[config.mk]
export PLATFORM = sky130hd
export DESIGN_NAME = radio_status_query
export DESIGN_NICKNAME = d
export VERILOG_FILES = /design/src/logic/radio_query_pkg.sv /design/src/logic/radio_status_query.sv /design/src/logic/spi_byte_link.sv /design/src/logic/stat_counter.sv
export SDC_FILE = /design/constraint.sdc
export NUM_CORES = 1
export LEC_CHECK = 0
export BUFFER_PORTS_ARGS = -buffer_cell sky130_fd_sc_hd__buf_2
export CAP_MARGIN = 20
export CORE_MARGIN = 2
export CORE_UTILIZATION = 40
export CTS_CLUSTER_DIAMETER = 60
export DETAILED_ROUTE_END_ITERATION = 8
export HOLD_SLACK_MARGIN = 0.15
export SETUP_SLACK_MARGIN = 0.15
export SLEW_MARGIN = 5
export SYNTH_ARGS = -nofsm -noshare
export SYNTH_HDL_FRONTEND = slang
export SYNTH_SLANG_ARGS = --single-unit
[constraint.sdc]
create_clock -name clock -period 11.9 [get_ports clock]
set_clock_uncertainty 0.1 [all_clocks]
set_input_delay 3.57 -clock clock [delete_from_list [all_inputs] [get_ports clock]]
set_output_delay 3.57 -clock clock [all_outputs]
set_load 0.005 [all_outputs]
[src/logic/radio_query_pkg.sv]
// Shared constants and carrier types for the status query command block.
// Assumes one 100 MHz core clock and a mode 0 serial link from the host.
package radio_query_pkg;

    // Core clock and least time busy stays high after a frame ends
    localparam int CLK_PERIOD_NS = 10;
    localparam int BUSY_HOLD_NS = 50;
    localparam int BUSY_HOLD_CYCLES =
        (BUSY_HOLD_NS + CLK_PERIOD_NS - 1) / CLK_PERIOD_NS;

    // Operational command bytes
    localparam logic [7:0] OP_CLEAR_COUNTERS = 8'h00;
    localparam logic [7:0] OP_CLEAR_FAULTS = 8'h07;
    localparam logic [7:0] OP_QUERY_COUNTERS = 8'h10;
    localparam logic [7:0] OP_QUERY_BUFFER = 8'h13;
    localparam logic [7:0] OP_QUERY_QUALITY = 8'h14;
    localparam logic [7:0] OP_QUERY_POWER = 8'h15;
    localparam logic [7:0] OP_QUERY_FAULTS = 8'h17;

    // Byte positions within a frame
    localparam logic [3:0] POS_OPCODE = 4'h0;
    localparam logic [3:0] POS_STATUS = 4'h1;
    localparam logic [3:0] POS_FIELD0 = 4'h2;
    localparam logic [3:0] POS_FIELD5 = 4'h7;
    localparam logic [3:0] POS_FAULT_CLR = 4'h2;
    localparam logic [3:0] POS_COUNT_CLR = 4'h6;
    localparam logic [3:0] POS_MAX = 4'hF;
    localparam int FIELD_BYTES = 6;

    // Filler returned in the opcode position, and the zero parameter value
    localparam logic [7:0] RESERVED_BYTE = 8'h00;
    localparam logic [7:0] ZERO_BYTE = 8'h00;

    // Fault word bit positions; bit 7 and bits 15:9 stay zero
    localparam int FAULT_SLOW_RC = 0;
    localparam int FAULT_FAST_RC = 1;
    localparam int FAULT_SYNTH_CAL = 2;
    localparam int FAULT_CONV_CAL = 3;
    localparam int FAULT_IMAGE_CAL = 4;
    localparam int FAULT_CRYSTAL = 5;
    localparam int FAULT_SYNTH_LOCK = 6;
    localparam int FAULT_AMP_RAMP = 8;
    localparam logic [15:0] FAULT_MASK = 16'h017F;

    // Running average weight, as a right shift of the error term
    localparam int AVG_SHIFT = 3;
    localparam int AVG_FRAC = 4;

    // Chip state reported in every status byte
    typedef struct packed {
        logic [2:0] chip_mode;
        logic [2:0] cmd_status;
    } chip_state_t;

    // One-cycle events from the receive datapath
    typedef struct packed {
        logic rx_start;
        logic sync_detect;
        logic payload_sample;
        logic pkt_done;
        logic preamble_err;
        logic sync_err;
        logic addr_err;
        logic crc_err;
        logic length_err;
        logic abort_err;
        logic header_err;
        logic pkt_received;
        logic pkt_sent;
    } radio_event_t;

    // Measurements from the receive datapath
    typedef struct packed {
        logic [7:0] rssi_now;
        logic [7:0] spread_snr;
        logic [7:0] spread_signal;
        logic [7:0] payload_length;
        logic [15:0] payload_start_addr;
    } radio_meas_t;

endpackage

[src/logic/radio_status_query.sv]
// Status and diagnostics query command decoder of the radio transceiver.
// Assumes the receive datapath and chip core run on clock; host pins
// arrive asynchronously and are synchronised in the byte engine.
//
// Summary of operation
// RL1: Buffer query returns status, last payload length, payload start.
// RL2: Payload start is an offset from the data buffer's first byte.
// RL3: Quality query returns status and three packet-type dependent bytes.
// RL4: FSK flag byte: preamble, sync, address, CRC, length, abort, rx, tx.
// RL5: Sync power latched at sync detect, negated half-dB units.
// RL6: Payload power average latched at packet done, same encoding.
// RL7: Spread mode packet power is average over last packet, half-dB.
// RL8: SNR is two's complement, quarter-dB steps.
// RL9: Despread signal power reported negated in half-dB steps.
// RL10: Instant power query returns status then current power.
// RL11: Counter query returns three 16-bit counters, MSB first.
// RL12: Spread mode third counter counts header failures.
// RL13: Opcode zero plus six zero bytes clears all counters.
// RL14: Fault query returns status then 16-bit fault word.
// RL15: Fault bits 0-6 calibration/start/lock, bit 8 ramp, rest zero.
// RL16: Fault clear with two zero bytes clears all; status on both.
// RL17: First byte is the opcode; parameters decoded per opcode.
// RL18: Busy pin shows whether a command can be accepted.
// RL19: Active-low chip select frames each transfer of 8-bit words.
// RL20: Status byte: chip mode in 6:4, command status in 3:1.
// RL21: Status shifts out while command bytes are received.
// RL22: Host sends filler bytes when reading and waits on busy.
// RL23: Byte 0 of every answer is a reserved value.
`timescale 1ns/10ps
module radio_status_query #(
    parameter logic [15:0] DATA_BUFFER_BASE = 16'h0000,
    parameter int HOLD_CYCLES = radio_query_pkg::BUSY_HOLD_CYCLES
) (
    input wire logic clock,
    input wire logic srst,
    input wire logic sclk,
    input wire logic mosi,
    input wire logic chip_select_n,
    input wire radio_query_pkg::chip_state_t chip_state,
    input wire radio_query_pkg::radio_event_t radio_event,
    input wire radio_query_pkg::radio_meas_t radio_meas,
    input wire logic spread_mode,
    input wire logic core_busy,
    input wire logic [15:0] fault_raise,
    output logic miso,
    output logic miso_oe,
    output logic busy
);
    import radio_query_pkg::*;

    // Fixed-point running average step, used for each payload sample after the first
    function automatic logic [11:0] avg_step(input logic [11:0] acc,
                                             input logic [7:0] sample);
        logic [12:0] diff;
        logic [12:0] step;
        diff = {1'b0, sample, 4'h0} - {1'b0, acc};
        step = $signed(diff) >>> AVG_SHIFT;
        return 12'(acc + step[11:0]);
    endfunction

    // Byte engine outputs and the byte it sends next
    logic frame_start;
    logic frame_end;
    logic rx_valid;
    logic [7:0] rx_byte;
    logic [7:0] tx_byte;

    // Frame decode state
    logic [3:0] pos_q;
    logic [7:0] opcode_q;
    logic all_zero_q;
    logic param_zero_q;
    logic [FIELD_BYTES-1:0][7:0] field_q;

    // Receive quality state
    logic [7:0] fsk_receive_flags_q;
    logic [7:0] sync_power_latched_q;
    logic [11:0] avg_acc_q;
    logic avg_first_q;
    logic [7:0] payload_power_average_q;
    logic [7:0] packet_snr_quarter_db_q;
    logic [7:0] despread_signal_power_q;
    logic [7:0] last_payload_length_q;
    logic [7:0] payload_start_offset_q;

    // Fault word, counter clears and busy
    logic [15:0] fault_word_q;
    logic clear_counters_q;
    logic clear_faults_q;
    logic [7:0] hold_q;
    logic busy_q;

    // Counter values
    logic [15:0] received_packet_count;
    logic [15:0] crc_fail_count;
    logic [15:0] third_fail_count;

    spi_byte_link u_link (
        .clock(clock),
        .srst(srst),
        .sclk(sclk),
        .mosi(mosi),
        .chip_select_n(chip_select_n), // [RL19]
        .tx_byte(tx_byte),
        .frame_start(frame_start),
        .frame_end(frame_end),
        .rx_valid(rx_valid),
        .rx_byte(rx_byte),
        .miso(miso),
        .miso_oe(miso_oe)
    );

    // Status byte: reserved bits 7 and 0 read zero
    wire [7:0] status_byte = {1'b0, chip_state.chip_mode,
                              chip_state.cmd_status, 1'b0}; // [RL20]

    // Frame position decode
    wire at_opcode = rx_valid && (pos_q == POS_OPCODE); // [RL17]
    wire rx_zero = (rx_byte == ZERO_BYTE);
    wire in_fields = (pos_q >= POS_FIELD0) && (pos_q <= POS_FIELD5);
    // Byte 2 is the top byte of the snapshot, byte 7 the bottom one
    wire [2:0] field_idx = 3'(POS_FIELD5 - pos_q);

    // Parameter checks of the two clearing commands
    wire hit_clear_counters = rx_valid && (pos_q == POS_COUNT_CLR)
                            && all_zero_q && rx_zero; // [RL13]
    wire hit_clear_faults = rx_valid && (pos_q == POS_FAULT_CLR)
                          && (opcode_q == OP_CLEAR_FAULTS)
                          && param_zero_q && rx_zero; // [RL16]

    // Byte sent next: reserved, status, then snapshot fields
    assign tx_byte = (pos_q == POS_OPCODE) ? RESERVED_BYTE // [RL23]
                   : (pos_q == POS_STATUS) ? status_byte // [RL21]
                   : in_fields ? field_q[field_idx]
                   : status_byte;

    // Answer fields per opcode, captured as the opcode completes
    wire [47:0] fill_status = {FIELD_BYTES{status_byte}};
    wire [47:0] buffer_fields = {last_payload_length_q,
                                 payload_start_offset_q,
                                 fill_status[31:0]}; // [RL1]
    wire [47:0] fsk_fields = {fsk_receive_flags_q,
                              sync_power_latched_q,
                              payload_power_average_q,
                              fill_status[23:0]};
    wire [47:0] spread_fields = {payload_power_average_q, // [RL7]
                                 packet_snr_quarter_db_q, // [RL8]
                                 despread_signal_power_q, // [RL9]
                                 fill_status[23:0]};
    wire [47:0] quality_fields = spread_mode ? spread_fields
                                             : fsk_fields; // [RL3]
    wire [47:0] power_fields = {radio_meas.rssi_now,
                                fill_status[39:0]}; // [RL10]
    wire [47:0] counter_fields = {received_packet_count,
                                  crc_fail_count,
                                  third_fail_count}; // [RL11]
    wire [47:0] fault_fields = {fault_word_q,
                                fill_status[31:0]}; // [RL14]
    wire [47:0] fields_d =
        (rx_byte == OP_QUERY_BUFFER) ? buffer_fields
      : (rx_byte == OP_QUERY_QUALITY) ? quality_fields
      : (rx_byte == OP_QUERY_POWER) ? power_fields
      : (rx_byte == OP_QUERY_COUNTERS) ? counter_fields
      : (rx_byte == OP_QUERY_FAULTS) ? fault_fields
      : fill_status; // Clear and unknown opcodes answer status

    // Position counter saturates so long frames keep answering status
    wire [3:0] pos_next = (pos_q == POS_MAX) ? pos_q : pos_q + 4'h1;

    // Frame tracking and answer snapshot
    always_ff @(posedge clock) begin
        if (srst) begin
            pos_q <= POS_OPCODE;
            opcode_q <= 8'h00;
            all_zero_q <= 1'b0;
            param_zero_q <= 1'b0;
            field_q <= '0;
        end else if (frame_start || frame_end) begin
            pos_q <= POS_OPCODE; // [RL19]
            all_zero_q <= 1'b0;
            param_zero_q <= 1'b0;
        end else if (rx_valid) begin
            pos_q <= pos_next;
            if (at_opcode) begin
                opcode_q <= rx_byte; // [RL17]
                field_q <= fields_d;
                all_zero_q <= rx_zero;
                param_zero_q <= 1'b1;
            end else begin
                all_zero_q <= all_zero_q && rx_zero;
                param_zero_q <= param_zero_q && rx_zero;
            end
        end
    end

    // Clear requests, taken one cycle after the last parameter byte
    always_ff @(posedge clock) begin
        if (srst) begin
            clear_counters_q <= 1'b0;
            clear_faults_q <= 1'b0;
        end else begin
            clear_counters_q <= hit_clear_counters; // [RL13]
            clear_faults_q <= hit_clear_faults; // [RL16]
        end
    end

    // FSK flag byte, bit 7 down to bit 0
    wire [7:0] flag_events = {radio_event.preamble_err,
                              radio_event.sync_err,
                              radio_event.addr_err,
                              radio_event.crc_err,
                              radio_event.length_err,
                              radio_event.abort_err,
                              radio_event.pkt_received,
                              radio_event.pkt_sent}; // [RL4]

    // Flags restart with each reception; a new event wins over restart
    always_ff @(posedge clock) begin
        if (srst) begin
            fsk_receive_flags_q <= 8'h00;
        end else if (radio_event.rx_start) begin
            fsk_receive_flags_q <= flag_events;
        end else begin
            fsk_receive_flags_q <= fsk_receive_flags_q | flag_events;
        end
    end

    // Power at sync detect, already negated half-dB from the datapath
    always_ff @(posedge clock) begin
        if (srst) begin
            sync_power_latched_q <= 8'h00;
        end else if (radio_event.sync_detect) begin
            sync_power_latched_q <= radio_meas.rssi_now; // [RL5]
        end
    end

    // Running average over the payload samples of the current packet
    always_ff @(posedge clock) begin
        if (srst) begin
            avg_acc_q <= 12'h000;
            avg_first_q <= 1'b1;
        end else if (radio_event.rx_start) begin
            avg_first_q <= 1'b1;
        end else if (radio_event.payload_sample) begin
            avg_first_q <= 1'b0;
            avg_acc_q <= avg_first_q ? {radio_meas.rssi_now, 4'h0}
                       : avg_step(avg_acc_q, radio_meas.rssi_now);
        end
    end

    // Offset of the payload start inside the data buffer
    wire [15:0] start_offset = radio_meas.payload_start_addr
                             - DATA_BUFFER_BASE; // [RL2]

    // Packet results captured at packet done
    always_ff @(posedge clock) begin
        if (srst) begin
            payload_power_average_q <= 8'h00;
            packet_snr_quarter_db_q <= 8'h00;
            despread_signal_power_q <= 8'h00;
            last_payload_length_q <= 8'h00;
            payload_start_offset_q <= 8'h00;
        end else if (radio_event.pkt_done) begin
            payload_power_average_q <= avg_acc_q[11:AVG_FRAC]; // [RL6]
            packet_snr_quarter_db_q <= radio_meas.spread_snr; // [RL8]
            despread_signal_power_q <= radio_meas.spread_signal; // [RL9]
            last_payload_length_q <= radio_meas.payload_length; // [RL1]
            payload_start_offset_q <= start_offset[7:0]; // [RL2]
        end
    end

    // Fault word: a raise in the clear cycle survives the clear
    always_ff @(posedge clock) begin
        if (srst) begin
            fault_word_q <= 16'h0000;
        end else begin
            fault_word_q <= (clear_faults_q ? 16'h0000 : fault_word_q)
                          | (fault_raise & FAULT_MASK); // [RL15] [RL16]
        end
    end

    // Third counter source depends on the packet type
    wire third_event = spread_mode ? radio_event.header_err // [RL12]
                                   : radio_event.length_err;

    stat_counter #(.WIDTH(16)) u_received (
        .clock(clock),
        .srst(srst),
        .inc(radio_event.pkt_received),
        .clr(clear_counters_q), // [RL13]
        .count(received_packet_count)
    );

    stat_counter #(.WIDTH(16)) u_crc (
        .clock(clock),
        .srst(srst),
        .inc(radio_event.crc_err),
        .clr(clear_counters_q),
        .count(crc_fail_count)
    );

    stat_counter #(.WIDTH(16)) u_third (
        .clock(clock),
        .srst(srst),
        .inc(third_event),
        .clr(clear_counters_q),
        .count(third_fail_count)
    );

    // Busy after each frame for the hold time, or while the core works
    always_ff @(posedge clock) begin
        if (srst) begin
            hold_q <= 8'h00;
            busy_q <= 1'b1;
        end else begin
            if (frame_end) begin
                hold_q <= 8'(HOLD_CYCLES);
            end else if (hold_q != 8'h00) begin
                hold_q <= hold_q - 8'h01;
            end
            busy_q <= core_busy || frame_end
                   || (hold_q > 8'h01); // [RL18] [RL22]
        end
    end

    assign busy = busy_q;
endmodule // radio_status_query

[src/logic/spi_byte_link.sv]
// Serial slave byte engine: syncs the host pins, shifts bytes in and out.
// Assumes mode 0 (sample on rising, change on falling), MSB first.
`timescale 1ns/10ps
module spi_byte_link (
    input wire logic clock,
    input wire logic srst,
    input wire logic sclk,
    input wire logic mosi,
    input wire logic chip_select_n,
    input wire logic [7:0] tx_byte,
    output logic frame_start,
    output logic frame_end,
    output logic rx_valid,
    output logic [7:0] rx_byte,
    output logic miso,
    output logic miso_oe
);
    logic [2:0] meta_q;
    logic [2:0] sync_q;
    logic sclk_prev_q;
    logic sel_prev_q;
    logic [7:0] rx_sh_q;
    logic [7:0] tx_sh_q;
    logic [2:0] bit_q;
    logic start_q;
    logic end_q;
    logic valid_q;
    logic [7:0] byte_q;
    logic oe_q;

    // Synchronised pins: sclk, mosi, chip select active
    wire sclk_s = sync_q[2];
    wire mosi_s = sync_q[1];
    wire sel_s = sync_q[0];
    wire rise = sel_s && sclk_s && !sclk_prev_q;
    wire fall = sel_s && !sclk_s && sclk_prev_q;
    wire sel_on = sel_s && !sel_prev_q;
    wire sel_off = !sel_s && sel_prev_q;
    wire [7:0] rx_next = {rx_sh_q[6:0], mosi_s};

    assign frame_start = start_q;
    assign frame_end = end_q;
    assign rx_valid = valid_q;
    assign rx_byte = byte_q;
    assign miso = tx_sh_q[7];
    assign miso_oe = oe_q;

    // Two-stage synchronisers
    always_ff @(posedge clock) begin
        if (srst) begin
            meta_q <= 3'h0;
            sync_q <= 3'h0;
        end else begin
            meta_q <= {sclk, mosi, !chip_select_n};
            sync_q <= meta_q;
        end
    end

    // Edge detection, frame events and the byte shifters
    always_ff @(posedge clock) begin
        if (srst) begin
            sclk_prev_q <= 1'b0;
            sel_prev_q <= 1'b0;
            rx_sh_q <= 8'h00;
            tx_sh_q <= 8'h00;
            bit_q <= 3'h0;
            start_q <= 1'b0;
            end_q <= 1'b0;
            valid_q <= 1'b0;
            byte_q <= 8'h00;
            oe_q <= 1'b0;
        end else begin
            sclk_prev_q <= sclk_s;
            sel_prev_q <= sel_s;
            start_q <= sel_on;
            end_q <= sel_off;
            valid_q <= rise && (bit_q == 3'h7);
            oe_q <= sel_s;
            if (sel_on) begin
                bit_q <= 3'h0;
                tx_sh_q <= tx_byte; // First bit out before first edge
            end else if (rise) begin
                rx_sh_q <= rx_next;
                bit_q <= bit_q + 3'h1;
                if (bit_q == 3'h7) begin
                    byte_q <= rx_next;
                end
            end else if (fall) begin
                // New byte after the eighth bit, otherwise shift on
                tx_sh_q <= (bit_q == 3'h0) ? tx_byte
                         : {tx_sh_q[6:0], 1'b0};
            end
        end
    end
endmodule // spi_byte_link

[src/logic/stat_counter.sv]
// Saturating event counter with a synchronous clear.
// Assumes increment and clear come from logic on the same clock.
`timescale 1ns/10ps
module stat_counter #(
    parameter int WIDTH = 16
) (
    input wire logic clock,
    input wire logic srst,
    input wire logic inc,
    input wire logic clr,
    output logic [WIDTH-1:0] count
);
    logic [WIDTH-1:0] count_q;
    logic [WIDTH-1:0] count_d;
    wire at_max = &count_q;

    // An event in the clear cycle is kept: it counts as the first
    assign count_d = clr ? (inc ? WIDTH'(1) : '0)
                   : (inc && !at_max) ? count_q + WIDTH'(1) : count_q;
    assign count = count_q;

    // Count register
    always_ff @(posedge clock) begin
        if (srst) begin
            count_q <= '0;
        end else begin
            count_q <= count_d;
        end
    end
endmodule // stat_counter
# After elaboration in Yosys (flattened, before gate mapping)
# Index checks and enable logic that the tools add are counted.
op_classes:
  eq_ne: 12
  n_div: 0
  mul: 0
  n_bitwise: 6
  n_lt_le_gt_ge: 4
  muxes: 32
  n_shift: 0
  n_reduce_logical: 54
  addsub: 9
op_table:
  columns: ["operator", "n"]
  rows:
  - ["$mux 48", 6]
  - ["$mux 16", 7]
  - ["$mux 8", 9]
  - ["$add 16x1->16 const B", 3]
  - ["$reduce_and 16->1", 3]
  - ["$eq 8x5->1 const B", 5]
  - ["$bmux 8 s3", 1]
  - ["$logic_and 1x1->1", 21]
  - ["$or 16x9->16", 1]
  - ["$sub 12x12->13", 1]
  - ["$add 12x12->12", 1]
  - ["$mux 12", 1]
  - ["$reduce_bool 2->1", 5]
  - ["$eq 8x3->1 const B", 1]
  - ["$gt 8x1->1 const B", 1]
  - ["$logic_not 1->1", 8]
  - ["$logic_not 8->1", 1]
  - ["$or 8x8->8", 1]
  - ["$reduce_and 2->1", 4]
  - ["$reduce_bool 8->1", 1]
  - ["$reduce_or 2->1", 4]
  - ["$sub 8x1->8 const B", 1]
  - ["$mux 1", 6]
  - ["$mux 3", 2]
  - ["other kinds (17)", 23]
word_totals:
  romBits: 0
  inputBits: 90
  output_inout_bits: 3
  mem_bits_rw: 0
  latch_bits: 0
  mem_count: 0
  regBits: 243

# Longest topological paths before layout
logic_depth:
  depth_word: 10
  mapped_depth: 16
  ltp_nobuf: 16

# By module
# From an unflattened synthesis, not the netlist that was laid out.
unflattened:
  cells_unflattened: 1372
  area_unflattened_um2: 12122.9
modules_own_cells:
  columns: ["module", "instances", "area_each_um2", "cells_each", "seq_area_each_um2"]
  rows:
  - ["radio_status_query", 1, 8146.6, 929, 3002.9]
  - ["stat_counter", 3, 845.8, 99, 320.3]
  - ["spi_byte_link", 1, 1438.9, 146, 740.7]

# Worst setup path after synthesis
# OpenSTA, ideal clock, no wires.
synth_path:
  path_kind: "input -> register"
  from: "input radio_meas[42] in the netlist's numbering"
  to: "register avg_acc_q[11]"
  cell_stages: 15
  setup_ps: 95
  slack_ps: 5471
  arrival_time_ps: 6234
  cell_sequence: "ha_1 nand3_1 o2111ai_1 a21oi_1 o21bai_1 a21oi_1 xnor2_1 ha_1 inv_1 a2111oi_2 o2111ai_1 nand2_1 xor2_1 mux2i_1 a221oi_1"
synth_between:
  elab_chain_cells: 3
synth_lines:
  columns: ["item", "line", "text"]
  rows:
  - ["start: declaration", "radio_status_query.sv:41", "input wire radio_query_pkg::radio_meas_t radio_meas,"]
  - ["$sub 12x12->13", "radio_status_query.sv:56", "diff = {1'b0, sample, 4'h0} - {1'b0, acc};"]
  - ["$add 12x12->12", "radio_status_query.sv:58", "return 12'(acc + step[11:0]);"]
  - ["$mux 12", "radio_status_query.sv:246", "avg_acc_q <= avg_first_q ? {radio_meas.rssi_now, 4'h0}"]
  - ["end signal: assignment", "radio_status_query.sv:246", null]
  - ["end: declaration", "radio_status_query.sv:78", "logic [11:0] avg_acc_q;"]
# No other way between the ends.
# A chain may end at the register's enable or synchronous reset.

# Worst setup path after layout
layout_path:
  from: "input radio_meas[40] in the netlist's numbering"
  to: "register avg_acc_q[11]"
# Same word-level chain as after synthesis.

==> run_results.csv <==
group,metric,value,unit
detailed_routing,vias,9859,
cells_and_area,regArea,0.00470,mm2
synthesis,syn_inst,1370,
synthesis,async_flop_share,0,%
clock_tree,ctsHoldBuffers,0,
critical_path,r2r_slack,8.01,ns
synthesis,synthDistinctLibCells,68,
synthesis,yosysWarnings,0,
critical_path,rr_startpoint,"avg_acc_q[6]",
clock_tree,cts_buffer_depth,3,
flow_run,maxCapViolations,0,
critical_path,crit_fanout,7,
pwr,irDropWorstVdd,95.1,uV
pwr,power_frac_clock,45.1,%
critical_path,arrival,6.95,ns
detailed_routing,wirelength,31.7,mm
synthesis,synth_nets,1496,
cells_and_area,drive_gt1_share,11.9,%
run_status,status,"finished, final reports clean",
synthesis,synth.area.top_cells,"dfxtp_1, nor2_1, mux2i_1",
pwr,p_sw_share,26.0,%
grt,antenna_found_initial,0,
clock_tree,cts_root_buffer,"clkbuf_16",
synthesis,synth_top_cell_by_area,"dfxtp_1",
critical_path,endpoint_kind,"register",
pwr,p_total,1.99,mW
pwr,intPower,1.47,mW
grt,globalRouteTotalUtil,20.6,%
min_path,hold_depth,2,
cells_and_area,multi_input_area,0.00639,mm2
placed_design,hpwl,22.9,mm
clock_tree,htreeDepth,1,
synthesis,ys_ff_latch,235,
min_path,hp-class,"reg -> reg",
sta,fmax,151,MHz
sta,fin_crit_sh,55.5,%
cells_and_area,fillers,2859,
synthesis,yosysSeqAreaShare,40.8,%
sta,timing.final.ws_setup,5.30,ns
placed_design,gp_congestion,0.899,
clock_tree,ctsResizeCount,0,
cells_and_area,fin_cells,1813,
cells_and_area,utilization,46.0,%
detailed_routing,drc_errors,0,
sta,rsz0062_at_grt,"false",
sta,setup_tns,0,ns
sta,setup_viol,0,
floorplan,num_rows,62,
floorplan,ios,93,
critical_path,reg2reg_depth,16,
placed_design,placed_cell_area,0.0122,mm2
placed_design,port_buffers,76,
floorplan,die_h,174,um
cells_and_area,num_antenna_cells,0,
clock_tree,cts_num_sinks,235,
placed_design,dp_cells,1763,
sta,whs,0.345,ns
detailed_routing,viasPerCell,5.44,
sta,drv_slew,0,
pwr,switchingPower,516,uW
synthesis,synth-edff-count,0,
critical_path,startpoint_type,"primary input",
synthesis,avgSynthCellArea,8.41,um2
sta,min_period,6.60,ns
pwr,cellPowerDensity,151,mW/mm2
grt,overflow,0,
floorplan,die_area,0.0302,mm2
cells_and_area,nets,1535,
synthesis,syn-cell-area,0.0115,mm2
pwr,p_comb_share,12.0,%
cells_and_area,stdcell_area,0.0131,mm2
clock_tree,path_clk_slew,0.06,ns
clock_tree,clk_latency,0.55,ns
cells_and_area,final_common_cell,"dfxtp_1",
clock_tree,cts_tree,"yes",
floorplan,die_w,174,um
critical_path,critical_path_class,"in -> reg",
min_path,holdCritStartpoint,"field_q[5]",
min_path,hold-path-endpoint,"field_q[5]",
pwr,p_leak,5.12,nW
grt,grt_max_degree,71,
clock_tree,cts_buffers,28,
clock_tree,post_cts_buffers,0,
sta,worstMarginPinSlew,0.991,ns
critical_path,critPathRequiredTime,12.25,ns
grt,grt_first_pass_wirelength,50.3,mm
detailed_routing,ant_nets,0,
floorplan,core,0.0285,mm2
detailed_routing,routedWlPerCell,17.5,um
sta,maxSlewHeadroom,32.2,%
pwr,power_frac_seq,43.0,%
sta,hold_violations,0,
synthesis,synth_flop_cell,"dfxtp_1",
placed_design,pre_cts_slack,4.83,ns
grt,grt_pass1_vias,9209,
cells_and_area,syn_to_final_growth,13.9,%
critical_path,reg2reg_to,"avg_acc_q[11]",
synthesis,synth_top_area_share,40.8,%
detailed_routing,first_iter_violations,712,
detailed_routing,firstDrtPassIters,5,
floorplan,initial_core_util,40.4,%
cells_and_area,final_cell_mix,"dfxtp_1, nor2_1, nand2_1",
-- cell usage after synthesis, types with 22 or more instances --
master,n
a22oi_1,22
o21ai_0,57
xor2_1,34
nand2_1,129
inv_1,34
nor2_1,223
nor3_1,36
nand3_1,39
clkbuf_1,51
ha_1,35
xnor2_1,30
a21oi_1,104
mux2i_1,78
a211oi_1,35
dfxtp_1,235
-- sequential cells by signal (all words and copies together) (netlist names), 4 cells and up --
name,count
packet_snr_quarter_db_q,8
hold_q,8
u_crc.count,16
u_third.count,16
payload_power_average_q,8
u_link.tx_sh_q,8
opcode_q,8
last_payload_length_q,8
avg_acc_q,12
u_link.rx_byte,8
u_link.rx_sh_q,7
payload_start_offset_q,8
u_received.count,16
pos_q,4
field_q,48
sync_power_latched_q,8
fsk_receive_flags_q,8
despread_signal_power_q,8
fault_word_q,8
-- power groups by stage --
stage	Clock (mW)	Sequential [mW]	Combinational (mW)
after floorplan	0	0.857	0.185
after global placement	0	0.869	0.234
after detailed placement	0	0.870	0.237
after CTS	0.911	0.853	0.239
after global routing	0.946	0.858	0.270
final	0.895	0.853	0.238
-- area by class of cell --
type | instances | share of cell area [%]
clock buffers | 36 | 6.18
clock inverters | 14 | 1.26
inverters | 36 | 1.03
multi-input cells | 1024 | 48.7
flip-flops and latches | 235 | 35.8
well taps | 384 | 3.66
repair buffers | 84 | 3.37
-- logic make-up (layout without fill, tap and decap cells) --
kind of cell             count (synthesis)  count (layout)  synth area share, %
AO/OA/AOI/OAI                          294             294                 16.1
XOR/XNOR                                64              64                 4.86
adder cells (fa/ha/maj)                 36              36                 3.97
buffers and inverters                  111             170                 3.81
flip-flops                             235             235                 40.8
multiplexers                            95              95                 9.02
AND/OR/NAND/NOR                        535             535                 21.5
-- how the worst max path moves through the flow --
stage,start,end,cells after the start
final,radio_meas[40],avg_acc_q[11],16
after global routing,radio_meas[40],avg_acc_q[11],16
after CTS,radio_meas[40],avg_acc_q[11],16
after detailed placement,radio_meas[40],avg_acc_q[11],16
after global placement,radio_meas[42],avg_acc_q[11],16
after floorplan,radio_meas[42],avg_acc_q[11],15
-- critical path, stage by stage --
cell,delay (ns)
buf_2,0.15
ha_1,0.36
nand3_1,0.11
o2111ai_1,0.13
a21oi_1,0.34
o21bai_1,0.10
a21oi_1,0.18
xnor2_1,0.08
ha_1,0.40
inv_1,0.08
a2111oi_2,0.52
o2111ai_1,0.21
nand2_1,0.11
xor2_1,0.21
mux2i_1,0.11
a221oi_1,0.28
-- routing by layer --
layer | wire length, um | share of wire (%) | up-vias | global-route usage [%]
met4 | 1060 | 3.3 | 0 | 6.97
met2 | 13300 | 42 | 240 | 30.4
met1 | 15900 | 50 | 4633 | 30.9
li1 | - | - | 4927 | -
met5 | 0 | 0 | - | 0
met3 | 1450 | 4.6 | 59 | 2.32
No activity file was read; power rests on OpenSTA's default activity.
